`src/rtl/sar_seq_pkg.sv`:
```
package sar_seq_pkg;

    localparam int RESULT_W = 12;
    localparam int NUM_INPUTS = 8;
    // Eight pins plus the temperature sensor.
    localparam int NUM_CH = 9;
    localparam int CH_W = 4;
    localparam int TEMP_CH = 8;

    // Converter clock limits and throughput.
    localparam int SYS_CLK_KHZ = 125000;
    localparam int CONV_CLK_MAX_KHZ = 14500;
    localparam int CONV_CYCLES = 18;
    localparam int MAX_KSPS = 806;
    // Least divider keeping the converter clock at or under its maximum.
    localparam int CLK_DIV_MIN =
        (SYS_CLK_KHZ + CONV_CLK_MAX_KHZ - 1) / CONV_CLK_MAX_KHZ;
    localparam logic [7:0] CLK_DIV_RESET = 8'(CLK_DIV_MIN);

    // Register byte offsets.
    localparam logic [7:0] CTRL_OFS = 8'h00;
    localparam logic [7:0] CHAN_EN_OFS = 8'h04;
    localparam logic [7:0] STATUS_OFS = 8'h08;
    localparam logic [7:0] INT_STAT_OFS = 8'h0c;
    localparam logic [7:0] INT_MASK_OFS = 8'h10;
    localparam logic [7:0] RANGE_OFS = 8'h14;
    localparam logic [7:0] RANGE_FLAG_OFS = 8'h18;
    localparam logic [7:0] SAMPLE_OFS = 8'h20;
    localparam logic [7:0] RESULT_OFS = 8'h60;

    // Control register fields.
    localparam int CTRL_ENABLE_BIT = 0;
    localparam int CTRL_MODE_BIT = 1;
    localparam int CTRL_START_BIT = 2;
    localparam int CTRL_CONT_BIT = 3;
    localparam int CTRL_REF_LSB = 4;
    localparam int CTRL_FWCH_LSB = 8;
    localparam int CTRL_DIV_LSB = 16;

    localparam logic [7:0] SAMPLE_RESET = 8'h03;
    localparam logic [NUM_CH-1:0] CHAN_EN_RESET = '0;

    // Interrupt bits.
    localparam int INT_DONE_BIT = 0;
    localparam int INT_RANGE_BIT = 1;
    localparam int INT_SCAN_BIT = 2;

    typedef enum logic [1:0] {
        REF_VDD,
        REF_VDD_HALF,
        REF_INT_1V024,
        REF_EXT_PIN
    } ref_sel_t;

    typedef enum logic {
        SWITCH_SCAN,
        SWITCH_FIRMWARE
    } switch_mode_t;

    typedef struct packed {
        logic [7:0] address;
        logic read;
        logic write;
        logic [31:0] writedata;
    } avmm_req_t;

    typedef struct packed {
        logic [31:0] readdata;
        logic waitrequest;
    } avmm_rsp_t;

    typedef struct packed {
        logic [CH_W-1:0] channel;
        ref_sel_t ref_sel;
        logic sample;
        logic convert;
        logic temp_sensor_en;
    } analog_ctl_t;

endpackage

```
`src/rtl/sar_adc_channel_sequencer.sv`:
```
// Function
// - Each result is 12 bits; aggregate rate reaches 806 thousand samples/s (here at most about 731: divider 9, 19 converter clocks per result).
// - A conversion lasts 18 converter clocks; converter clock at most 14.5 MHz.
// - Reference is supply, half supply, 1.024 V internal, or external pin.
// - Sample time is programmable separately for every channel.
// - Eight-input sequencer steps through enabled channels by itself.
// - No idle cycles between channels of a scan.
// - Channels switch by scan state machine or firmware selection.
// - Every channel keeps its own result buffer.
// - Results outside low/high limits raise out-of-range interrupt at once.
// - Temperature sensor is a selectable conversion input.
// - Converter unavailable in deep sleep or hibernate.
//
// Local design decisions: the placing of the registers and register access over Avalon-MM.
module sar_adc_channel_sequencer #(
    parameter int NUM_SAMPLE_W = 8
) (
    // System.
    input wire logic clk_sys,
    input wire logic rst_b,
    // Power state: high while in deep sleep or hibernate.
    input wire logic low_power_mode,
    // Register bus.
    input wire sar_seq_pkg::avmm_req_t bus_req,
    output sar_seq_pkg::avmm_rsp_t bus_rsp,
    // Analog front end.
    output sar_seq_pkg::analog_ctl_t analog_ctl,
    input wire logic comp_out,
    // Interrupt.
    output logic irq
);
    import sar_seq_pkg::*;

    typedef enum {IDLE, SAMPLE, CONVERT} seq_state_t;

    ////////////////////////////////////////////////////////////////////////
    // Registers.
    logic enable;
    switch_mode_t mode;
    logic continuous;
    ref_sel_t ref_sel;
    logic [CH_W-1:0] fw_channel;
    logic [7:0] clk_div;
    logic [NUM_CH-1:0] chan_en;
    logic [2:0] int_stat;
    logic [2:0] int_mask;
    logic [RESULT_W-1:0] range_low;
    logic [RESULT_W-1:0] range_high;
    logic [NUM_CH-1:0] range_flag;
    logic [NUM_SAMPLE_W-1:0] sample_time [NUM_CH];
    logic [RESULT_W-1:0] result [NUM_CH];

    seq_state_t state;
    logic [CH_W-1:0] channel;
    // Channel whose conversion just ended; when a scan goes on to another input, channel itself has moved on.
    logic [CH_W-1:0] done_ch;
    logic rd_ack;
    logic [7:0] div_cnt;
    logic conv_tick;
    logic [NUM_SAMPLE_W-1:0] samp_cnt;
    logic [4:0] bit_cnt;
    logic [RESULT_W-1:0] sar_reg;
    logic done_pulse;
    logic scan_end_pulse;
    logic range_hit;
    logic start_req;
    logic available;

    logic wr;
    logic rd;
    logic [CH_W-1:0] next_channel;
    logic next_found;

    assign wr = bus_req.write;
    assign rd = bus_req.read;
    // Writes complete at once; a read waits one cycle so that its
    // registered data already stand at the edge that accepts it.
    assign bus_rsp.waitrequest = rd && !rd_ack;

    always_ff @(posedge clk_sys) begin
        if (!rst_b) begin
            rd_ack <= 1'b0;
        end else begin
            rd_ack <= rd && !rd_ack;
        end
    end

    // The high-speed clock is gone in deep power modes.
    assign available = enable && !low_power_mode;

    always_ff @(posedge clk_sys) begin
        if (!rst_b) begin
            enable <= 1'b0;
            mode <= SWITCH_SCAN;
            continuous <= 1'b0;
            ref_sel <= REF_VDD;
            fw_channel <= '0;
            clk_div <= CLK_DIV_RESET;
            start_req <= 1'b0;
        end else begin
            if (state == IDLE && available
                && (mode == SWITCH_FIRMWARE || chan_en != '0)) begin
                start_req <= 1'b0;
            end
            if (wr && bus_req.address == CTRL_OFS) begin
                enable <= bus_req.writedata[CTRL_ENABLE_BIT];
                mode <= switch_mode_t'(bus_req.writedata[CTRL_MODE_BIT]);
                continuous <= bus_req.writedata[CTRL_CONT_BIT];
                ref_sel <= ref_sel_t'(
                    bus_req.writedata[CTRL_REF_LSB +: 2]);
                fw_channel <= bus_req.writedata[CTRL_FWCH_LSB +: CH_W];
                // Dividers below the floor would overclock the converter.
                if (bus_req.writedata[CTRL_DIV_LSB +: 8] >= CLK_DIV_RESET) begin
                    clk_div <= bus_req.writedata[CTRL_DIV_LSB +: 8];
                end
                if (bus_req.writedata[CTRL_START_BIT]) begin
                    start_req <= 1'b1;
                end
            end
        end
    end

    always_ff @(posedge clk_sys) begin
        if (!rst_b) begin
            chan_en <= CHAN_EN_RESET;
            range_low <= '0;
            range_high <= '1;
        end else begin
            if (wr && bus_req.address == CHAN_EN_OFS) begin
                chan_en <= bus_req.writedata[NUM_CH-1:0];
            end
            if (wr && bus_req.address == RANGE_OFS) begin
                range_low <= bus_req.writedata[RESULT_W-1:0];
                range_high <= bus_req.writedata[16 +: RESULT_W];
            end
        end
    end

    // Per-channel sample times, one word each.
    generate
        for (genvar i = 0; i < NUM_CH; i++) begin : g_samp
            always_ff @(posedge clk_sys) begin
                if (!rst_b) begin
                    sample_time[i] <= NUM_SAMPLE_W'(SAMPLE_RESET);
                end else if (wr && bus_req.address ==
                             SAMPLE_OFS + 8'(4 * i)) begin
                    sample_time[i] <=
                        bus_req.writedata[NUM_SAMPLE_W-1:0];
                end
            end
        end
    endgenerate

    ////////////////////////////////////////////////////////////////////////
    // Converter clock enable.
    always_ff @(posedge clk_sys) begin
        if (!rst_b || state == IDLE) begin
            // Starting at one makes the first tick a full period away.
            div_cnt <= 8'h01;
            conv_tick <= 1'b0;
        end else if (div_cnt >= clk_div - 8'h01) begin
            div_cnt <= '0;
            conv_tick <= 1'b1;
        end else begin
            div_cnt <= div_cnt + 8'h01;
            conv_tick <= 1'b0;
        end
    end

    // Next enabled channel above the current one, for the scan.
    always_comb begin
        next_channel = channel;
        next_found = 1'b0;
        for (int i = NUM_CH - 1; i >= 0; i--) begin
            if (chan_en[i] && CH_W'(i) > channel) begin
                next_channel = CH_W'(i);
                next_found = 1'b1;
            end
        end
    end

    function automatic logic [CH_W-1:0] first_enabled(
        input logic [NUM_CH-1:0] en
    );
        logic [CH_W-1:0] f;
        f = '0;
        for (int i = NUM_CH - 1; i >= 0; i--) begin
            if (en[i]) begin
                f = CH_W'(i);
            end
        end
        return f;
    endfunction

    ////////////////////////////////////////////////////////////////////////
    // Sequencer.
    always_ff @(posedge clk_sys) begin
        if (!rst_b) begin
            state <= IDLE;
            channel <= '0;
            done_ch <= '0;
            samp_cnt <= '0;
            bit_cnt <= '0;
            sar_reg <= '0;
            done_pulse <= 1'b0;
            scan_end_pulse <= 1'b0;
        end else begin
            done_pulse <= 1'b0;
            scan_end_pulse <= 1'b0;
            if (!available) begin
                state <= IDLE;
            end else begin
                unique case (state)
                    IDLE: begin
                        if (start_req && (mode == SWITCH_FIRMWARE
                                          || chan_en != '0)) begin
                            state <= SAMPLE;
                            samp_cnt <= '0;
                            channel <= (mode == SWITCH_FIRMWARE) ?
                                fw_channel : first_enabled(chan_en);
                        end
                    end
                    SAMPLE: begin
                        if (conv_tick) begin
                            if (samp_cnt >= sample_time[channel]) begin
                                state <= CONVERT;
                                bit_cnt <= '0;
                                sar_reg <= '0;
                            end else begin
                                samp_cnt <= samp_cnt + 1'b1;
                            end
                        end
                    end
                    CONVERT: begin
                        if (conv_tick) begin
                            if (bit_cnt < 5'(RESULT_W)) begin
                                sar_reg[RESULT_W-1-bit_cnt] <= comp_out;
                            end
                            bit_cnt <= bit_cnt + 5'h01;
                            if (bit_cnt == 5'(CONV_CYCLES - 1)) begin
                                done_pulse <= 1'b1;
                                done_ch <= channel;
                                samp_cnt <= '0;
                                if (mode == SWITCH_SCAN && next_found) begin
                                    // Straight into the next sample.
                                    channel <= next_channel;
                                    state <= SAMPLE;
                                end else begin
                                    if (mode == SWITCH_SCAN) begin
                                        scan_end_pulse <= 1'b1;
                                    end
                                    if (continuous) begin
                                        state <= SAMPLE;
                                        channel <= (mode == SWITCH_SCAN) ?
                                            first_enabled(chan_en) :
                                            fw_channel;
                                    end else begin
                                        state <= IDLE;
                                    end
                                end
                            end
                        end
                    end
                endcase
            end
        end
    end

    // Result buffer per channel, 12 bits wide.
    always_ff @(posedge clk_sys) begin
        if (!rst_b) begin
            for (int i = 0; i < NUM_CH; i++) begin
                result[i] <= '0;
            end
        end else if (done_pulse) begin
            result[done_ch] <= sar_reg;
        end
    end

    ////////////////////////////////////////////////////////////////////////
    // Range check and interrupts.
    assign range_hit = done_pulse &&
        (sar_reg < range_low || sar_reg > range_high);

    always_ff @(posedge clk_sys) begin
        if (!rst_b) begin
            range_flag <= '0;
        end else begin
            for (int i = 0; i < NUM_CH; i++) begin
                if (range_hit && done_ch == CH_W'(i)) begin
                    range_flag[i] <= 1'b1;
                end else if (wr && bus_req.address == RANGE_FLAG_OFS
                             && bus_req.writedata[i]) begin
                    range_flag[i] <= 1'b0;
                end
            end
        end
    end

    always_ff @(posedge clk_sys) begin
        if (!rst_b) begin
            int_stat <= '0;
            int_mask <= '0;
        end else begin
            for (int i = 0; i < 3; i++) begin
                if ((i == INT_DONE_BIT && done_pulse)
                    || (i == INT_RANGE_BIT && range_hit)
                    || (i == INT_SCAN_BIT && scan_end_pulse)) begin
                    int_stat[i] <= 1'b1;
                end else if (wr && bus_req.address == INT_STAT_OFS
                             && bus_req.writedata[i]) begin
                    int_stat[i] <= 1'b0;
                end
            end
            if (wr && bus_req.address == INT_MASK_OFS) begin
                int_mask <= bus_req.writedata[2:0];
            end
        end
    end

    assign irq = |(int_stat & int_mask);

    ////////////////////////////////////////////////////////////////////////
    // Analog side controls.
    always_ff @(posedge clk_sys) begin
        if (!rst_b) begin
            analog_ctl <= '0;
        end else begin
            analog_ctl.channel <= channel;
            analog_ctl.ref_sel <= ref_sel;
            analog_ctl.sample <= state == SAMPLE;
            analog_ctl.convert <= state == CONVERT;
            analog_ctl.temp_sensor_en <= available &&
                channel == CH_W'(TEMP_CH);
        end
    end

    ////////////////////////////////////////////////////////////////////////
    // Read data.
    always_ff @(posedge clk_sys) begin
        if (!rst_b) begin
            bus_rsp.readdata <= '0;
        end else if (rd) begin
            bus_rsp.readdata <= '0;
            if (bus_req.address == CTRL_OFS) begin
                bus_rsp.readdata <= {8'h00, clk_div, 3'h0, 1'b0, fw_channel,
                    2'h0, ref_sel, continuous, start_req, mode, enable};
            end else if (bus_req.address == CHAN_EN_OFS) begin
                bus_rsp.readdata[NUM_CH-1:0] <= chan_en;
            end else if (bus_req.address == STATUS_OFS) begin
                bus_rsp.readdata <= {24'h0, channel, 1'b0, low_power_mode,
                    state != IDLE ? 2'b01 : 2'b00};
            end else if (bus_req.address == INT_STAT_OFS) begin
                bus_rsp.readdata[2:0] <= int_stat;
            end else if (bus_req.address == INT_MASK_OFS) begin
                bus_rsp.readdata[2:0] <= int_mask;
            end else if (bus_req.address == RANGE_OFS) begin
                bus_rsp.readdata <= {4'h0, range_high, 4'h0, range_low};
            end else if (bus_req.address == RANGE_FLAG_OFS) begin
                bus_rsp.readdata[NUM_CH-1:0] <= range_flag;
            end else begin
                for (int i = 0; i < NUM_CH; i++) begin
                    if (bus_req.address == SAMPLE_OFS + 8'(4 * i)) begin
                        bus_rsp.readdata[NUM_SAMPLE_W-1:0] <= sample_time[i];
                    end
                    if (bus_req.address == RESULT_OFS + 8'(4 * i)) begin
                        bus_rsp.readdata[RESULT_W-1:0] <= result[i];
                    end
                end
            end
        end
    end

    ////////////////////////////////////////////////////////////////////////
    // Checks.
    low_power_idle_a: assert property (@(posedge clk_sys) disable iff (!rst_b)
        low_power_mode |=> state == IDLE)
        else $error("sequencer ran in a deep power mode");

    range_irq_a: assert property (@(posedge clk_sys) disable iff (!rst_b)
        range_hit |=> int_stat[INT_RANGE_BIT])
        else $error("out of range result did not flag");

    result_store_a: assert property (@(posedge clk_sys) disable iff (!rst_b)
        done_pulse |=> result[$past(done_ch)] == $past(sar_reg))
        else $error("result not stored in its channel buffer");

    no_gap_a: assert property (@(posedge clk_sys) disable iff (!rst_b)
        done_pulse && $past(mode == SWITCH_SCAN && next_found && available)
        |-> state == SAMPLE)
        else $error("idle gap between channels");

    div_floor_a: assert property (@(posedge clk_sys) disable iff (!rst_b)
        clk_div >= CLK_DIV_RESET)
        else $error("converter clock above its maximum");

    scan_end_a: assert property (@(posedge clk_sys) disable iff (!rst_b)
        scan_end_pulse |-> done_pulse ##1 int_stat[INT_SCAN_BIT])
        else $error("scan completion not flagged");

    temp_sel_a: assert property (@(posedge clk_sys) disable iff (!rst_b)
        available && channel == CH_W'(TEMP_CH)
        |=> analog_ctl.temp_sensor_en)
        else $error("temperature sensor not routed");

    fw_channel_a: assert property (@(posedge clk_sys) disable iff (!rst_b)
        state == IDLE && available && start_req && mode == SWITCH_FIRMWARE
        |=> channel == $past(fw_channel))
        else $error("firmware channel not used");

endmodule

```
`config.mk`:
```
export PLATFORM = sky130hd
export DESIGN_NAME = sar_adc_channel_sequencer
export DESIGN_NICKNAME = d
export VERILOG_FILES = /design/src/rtl/sar_seq_pkg.sv /design/src/rtl/sar_adc_channel_sequencer.sv
export SDC_FILE = /design/constraint.sdc
export NUM_CORES = 1
export LEC_CHECK = 0
export BUFFER_PORTS_ARGS = -buffer_cell sky130_fd_sc_hd__clkbuf_2
export CAP_MARGIN = 0
export CORE_ASPECT_RATIO = 0.9
export CORE_MARGIN = 2
export CORE_UTILIZATION = 67
export DETAILED_ROUTE_END_ITERATION = 6
export PLACE_DENSITY = 0.86
export SKIP_CTS_REPAIR_TIMING = 1
export SYNTH_ARGS = -nofsm -noshare
export SYNTH_HDL_FRONTEND = slang
export SYNTH_SLANG_ARGS = --single-unit
export TNS_END_PERCENT = 1
```
`constraint.sdc`:
```
create_clock -name clk_sys -period 7.5 [get_ports clk_sys]
set_input_delay 0.375 -clock clk_sys [delete_from_list [all_inputs] [get_ports clk_sys]]
set_output_delay 0.375 -clock clk_sys [all_outputs]
set_load 0.03 [all_outputs]
```
======== After elaboration in Yosys (flattened, before gate mapping) ========
Memories as Yosys holds them, arrays and structs flattened. A register that Yosys moved wholly into a read port is not among the register bits.
Index checks and enable logic that the tools add are counted.
storage, ports and cells
  logic and storage cells ................. 433
  memory bits (writable) .................. 180
  register bits ........................... 184
  output and inout port bits .............. 43
  memories ................................ 2
  input bits .............................. 46
memory list
  name         depth  width  rd ports  clocked after Yosys merged registers in  wr ports  line                             source
  result       9      12     9         0                                        9         sar_adc_channel_sequencer.sv:51  logic [RESULT_W-1:0] result [NUM_CH];
  sample_time  9      8      10        1                                        9         sar_adc_channel_sequencer.sv:50  logic [NUM_SAMPLE_W-1:0] sample_time [NUM_CH];
cells by class
  add/subtract/negate cells ............... 5
  reduce and logical (&&, ||, !) cells .... 93
  equality and inequality tests ........... 47
  order comparisons ....................... 17
  bitwise operators ....................... 16
  muxes and demuxes ....................... 212
operator list
  kind                                                                           number
  12-bit 2-to-1 mux                                                              60
  32-bit 2-to-1 mux                                                              7
  8-bit 2-to-1 mux                                                               23
  4-bit 2-to-1 mux                                                               27
  32-bit one-hot mux with 3 select lines                                         1
  1-bit 2-to-1 mux                                                               76
  8-bit by 7-bit equality test with 1-bit output, second input constant          9
  32-bit by 2-bit equality test with 1-bit output, second input constant         2
  8-bit by 6-bit equality test with 1-bit output, second input constant          8
  32-bit logical NOT                                                             2
  1-bit logical AND                                                              54
  25-bit 2-to-1 mux                                                              2
  32-bit by 1-bit equality test with 1-bit output, second input constant         1
  32-bit by 3-bit equality test with 1-bit output, second input constant         1
  32-bit by 1-bit >= comparator with 1-bit output, second input constant         1
  32-bit by 5-bit less-than comparator with 1-bit output, second input constant  1
  32-bit nonzero test                                                            1
  2-bit nonzero test                                                             14
  8-bit by 5-bit equality test with 1-bit output, second input constant          3
  12-bit one-hot mux with 2 select lines                                         1
  8-bit one-hot mux with 3 select lines                                          1
  23-bit 2-to-1 mux                                                              1
  9-bit 2-to-1 mux                                                               2
  8-bit by 1-bit adder with 8-bit output, second input constant                  2
  other kinds (47)                                                               90

======== Longest topological paths before layout ========
  depth after elaboration ................. 71
  depth in mapped cells ................... 16
  depth with buffers taken out ............ 12

======== Least setup slack after synthesis ========
OpenSTA, ideal clock, no wires.
  path type ............................... register to register
  start ................................... register with a tool-made name
  end ..................................... register sar_reg[10]
  arrival ................................. 3.548 ns
  path slack .............................. 3.893 ns
  period minus slack after synthesis ...... 3.607 ns
  setup time .............................. 0.059 ns
  stages on the path, launching flop included .. 16
  path buffers ............................ 4
  required time ........................... 7.441 ns
  cell sequence ........................... dfxtp_1 > clkbuf_1 > buf_2 > mux4_2 > mux2i_1 > nor2_1 > a21oi_1 > ha_1 > a211o_1 > a31oi_1 > o221ai_1 > nand2_1 > a21o_1 > clkbuf_1 > clkbuf_1 > o221a_2
RTL lines
  item                           line                              source
  end signal, assigned by index  sar_adc_channel_sequencer.sv:237  sar_reg[RESULT_W-1-bit_cnt] <= comp_out;
  end, declared                  sar_adc_channel_sequencer.sv:62   logic [RESULT_W-1:0] sar_reg;

==> impl_metrics.toml <==
[global_route]
grt_overflow = 0
grt_pass1_vias = 14291
grt_max_degree = 58
antenna_found_initial = 3
globalRouteTotalUtil_pct = 42.9
grt_pass1_wl_um = 87700

[yosys]
synthTopCellsByArea = "edfxtp_1, dfxtp_1, nand2_1"
yosysWarnings = 0
syn_avg_cell_area_um2 = 9.71
yosysUniqueCellTypes = 92
synth_edf_count = 180
synth_top_cell_area_share_pct = 31.0
synth_top_flop_cell = "edfxtp_1"
syn_inst = 1798
ys_ff_latch = 330
syn-cell-area_um2 = 17500
synth-async-reset-ratio_pct = 0
ys_seq_area_share_pct = 48.2
yosys.area.top_type = "edfxtp_1"

[sta]
rsz0062_at_grt = "no"
finalWorstSetupSlack_ps = 3380
finalSetupTns_ps = 0
clock.fmax_mhz = 243
final.min_clock_period_ps = 4120
post-route-period-util_pct = 54.9
tightest_slew_ps = 1320
maxSlewHeadroom_pct = 11.7
finalHoldViolCount = 0
slew_violations = 0
clock_skew_ps = 28.6
setup_viol = 0

[finish]
largest_reg_flops = 108
post_route_cells_drive_above_1_share_pct = 11.3
area_growth_pct = 8.65
largest_register = "result"
top_regs = "result: 108 flops, sample_time: 72 flops, bus_rsp: 24 flops"
postLayoutCellArea_um2 = 19000
fin_nets = 1888

[min_path]
hold_class = "input pin to flop"
min_from = "bus_req[26]"
hold_depth = 3
hold-path-endpoint = "range_high[10]"

[place]
pre_cts_slack_ps = 3430
dp_hpwl_um = 41000
placedInstanceArea_um2 = 17900
portBuffers = 72
gp_congestion = 1.01

[status]
violations = "DRC"
status = "complete, but fails checks"

[floorplanning]
die_h_um = 157
io_pins = 89
die_w_um = 174
initial_core_util_pct = 67.5
die_area_um2 = 27400
core-area_um2 = 25900
num_rows = 56

[drt]
vias = 15424
route.detailed.drc = 2
dr.pass1.iters = 7
ant_nets = 0
routed.top_layer = "met5"
viasPerCell = 7.10
drtIter0Drc = 2957
wl_met2_um = 24400
met3_length_um = 9440
wirelength_um = 59300
avgRoutedWirePerCell_um = 27.3
wl_met1_um = 22800

[power]
p_per_area_nw_per_um2 = 208
power_mw = 3.93
ir_drop_uv = 202
power.leakage_nw = 6.99

[clock_network]
cts_tree = "yes"
clk_latency_ps = 530
cts_made_buffers = 34
cts_htree_levels = 2
clk_pin_slew_worst_paths_ps = 60
clock-sinks = 330
clockRootBuffer = "clkbuf_16"
cts.path.max_buffers = 3

[worst_setup_path]
critPathMaxFanout = 17
r2r_cells = 11
r2r_end = "sar_reg[5]"
slowest_stage = "dfxtp_1"
crit_arrival_ps = 4590
worstPathCellList = "mux4_2 -> mux2i_1 -> nor2_1 -> a21oi_1 -> ha_1 -> a211o_1 -> a31oi_1 -> o221ai_1 -> nand2_1 -> a21o_1 -> o221a_2"
start_kind = "flop"
worstPathRequired_ps = 7970
reg2reg_slack_ps = 3380
worstSetupEndpointType = "flop"
worstSetupPathType = "flop to flop"
max_stage_delay_ps = 970

[flow_run]
drv_cap = 0
## critical path: cells and delay by family (launching register included)
family,cells,cell delay [ps]
fa+ha+maj,1,270
simple gates,2,330
mux,2,830
compound gates,6,1670
flops,1,970
## per-stage QoR
| stage | utilization (%) | hold slack (ps) | instances |
|---|---|---|---|
| floorplan | - | 413 | 1805 |
| finish | 73.3 | 71.5 | 2171 |
| global placement | 69.1 | 418 | 2108 |
| CTS | 73.3 | 71.1 | 2170 |
| detailed placement | 69.1 | 460 | 2108 |
| global route | 73.3 | 98.9 | 2170 |
## cells in the final DEF, fill, tap and decap left out, types with 49 or more instances in the layout
cell	netlist	layout
and3_1	73	73
and2_1	95	95
dfxtp_1	150	150
nand2_1	189	189
a21oi_1	123	123
nand3_1	56	56
nor2_1	134	134
inv_1	50	49
edfxtp_1	180	180
o21ai_0	56	56
clkbuf_2	0	72
## cells by family after synthesis
| logic type | count (synthesis) | synth area share (%) |
|---|---|---|
| mux | 66 | 5.03 |
| other cells | 1 | 0.0215 |
| simple gates | 720 | 21.7 |
| flops | 330 | 48.2 |
| xor+xnor | 19 | 0.953 |
| buf+inv | 193 | 4.67 |
| fa+ha+maj | 46 | 3.30 |
| compound gates | 423 | 16.1 |
## Yosys cell counts (6+ instances only)
library cell and n:
mux2i_1 46, o22ai_1 18, buf_2 36, nor3_1 36
mux4_2 17, a211oi_1 19, o32ai_1 10, buf_4 10
nor3b_1 9, nor2b_1 21, and2_1 95, clkbuf_1 82
nand3_1 56, or3_1 20, a22oi_1 27, nor2_1 134
o211ai_1 20, nand2b_1 19, buf_1 11, o21ai_1 27
a21oi_1 123, o221ai_1 6, a21o_1 10, nand4b_1 7
a31oi_1 18, xnor2_1 12, nand2_1 189, and3_1 73
edfxtp_1 180, a32oi_1 8, o21a_1 7, xor2_1 7
ha_1 46, o221a_2 12, nor4_1 9, dfxtp_1 150
o21ai_0 56, inv_1 50, nand4_1 11, a22o_1 6
## per-layer routing
metal / global-route usage (%) / vias up
met5: 0 / -
met4: 18.0 / 6
met3: 14.0 / 225
met2: 61.0 / 1290
met1: 60.6 / 7292
li1: - / 6611
## worst max-delay path by stage
| stage | startpoint | slack (ps) | to |
|---|---|---|---|
| finish | flop | 3380 | sar_reg[5] |
| global route | flop | 3110 | sar_reg[11] |
| CTS | flop | 3390 | sar_reg[5] |
| detailed placement | flop | 3430 | sar_reg[11] |
| global placement | flop | 3510 | sar_reg[3] |
| floorplan | flop | 3890 | sar_reg[10] |
## layout make-up
class,count,area (um2)
Tap cell,348,435
Fill cell,1811,6890
Sequential cell,330,8410
Clock buffer,41,897
Antenna cell,1,2.50
Multi-Input combinational cell,1282,8280
Timing Repair Buffer,95,533
Clock inverter,21,205
Inverter,53,199
## where the power goes
group	switching [mW]	total, mW	internal [mW]
Sequential	0.0456	2.00	1.96
Combinational	0.175	0.235	0.0595
Clock	0.729	1.70	0.967
Note: power is estimated with default switching activity, not from simulation.
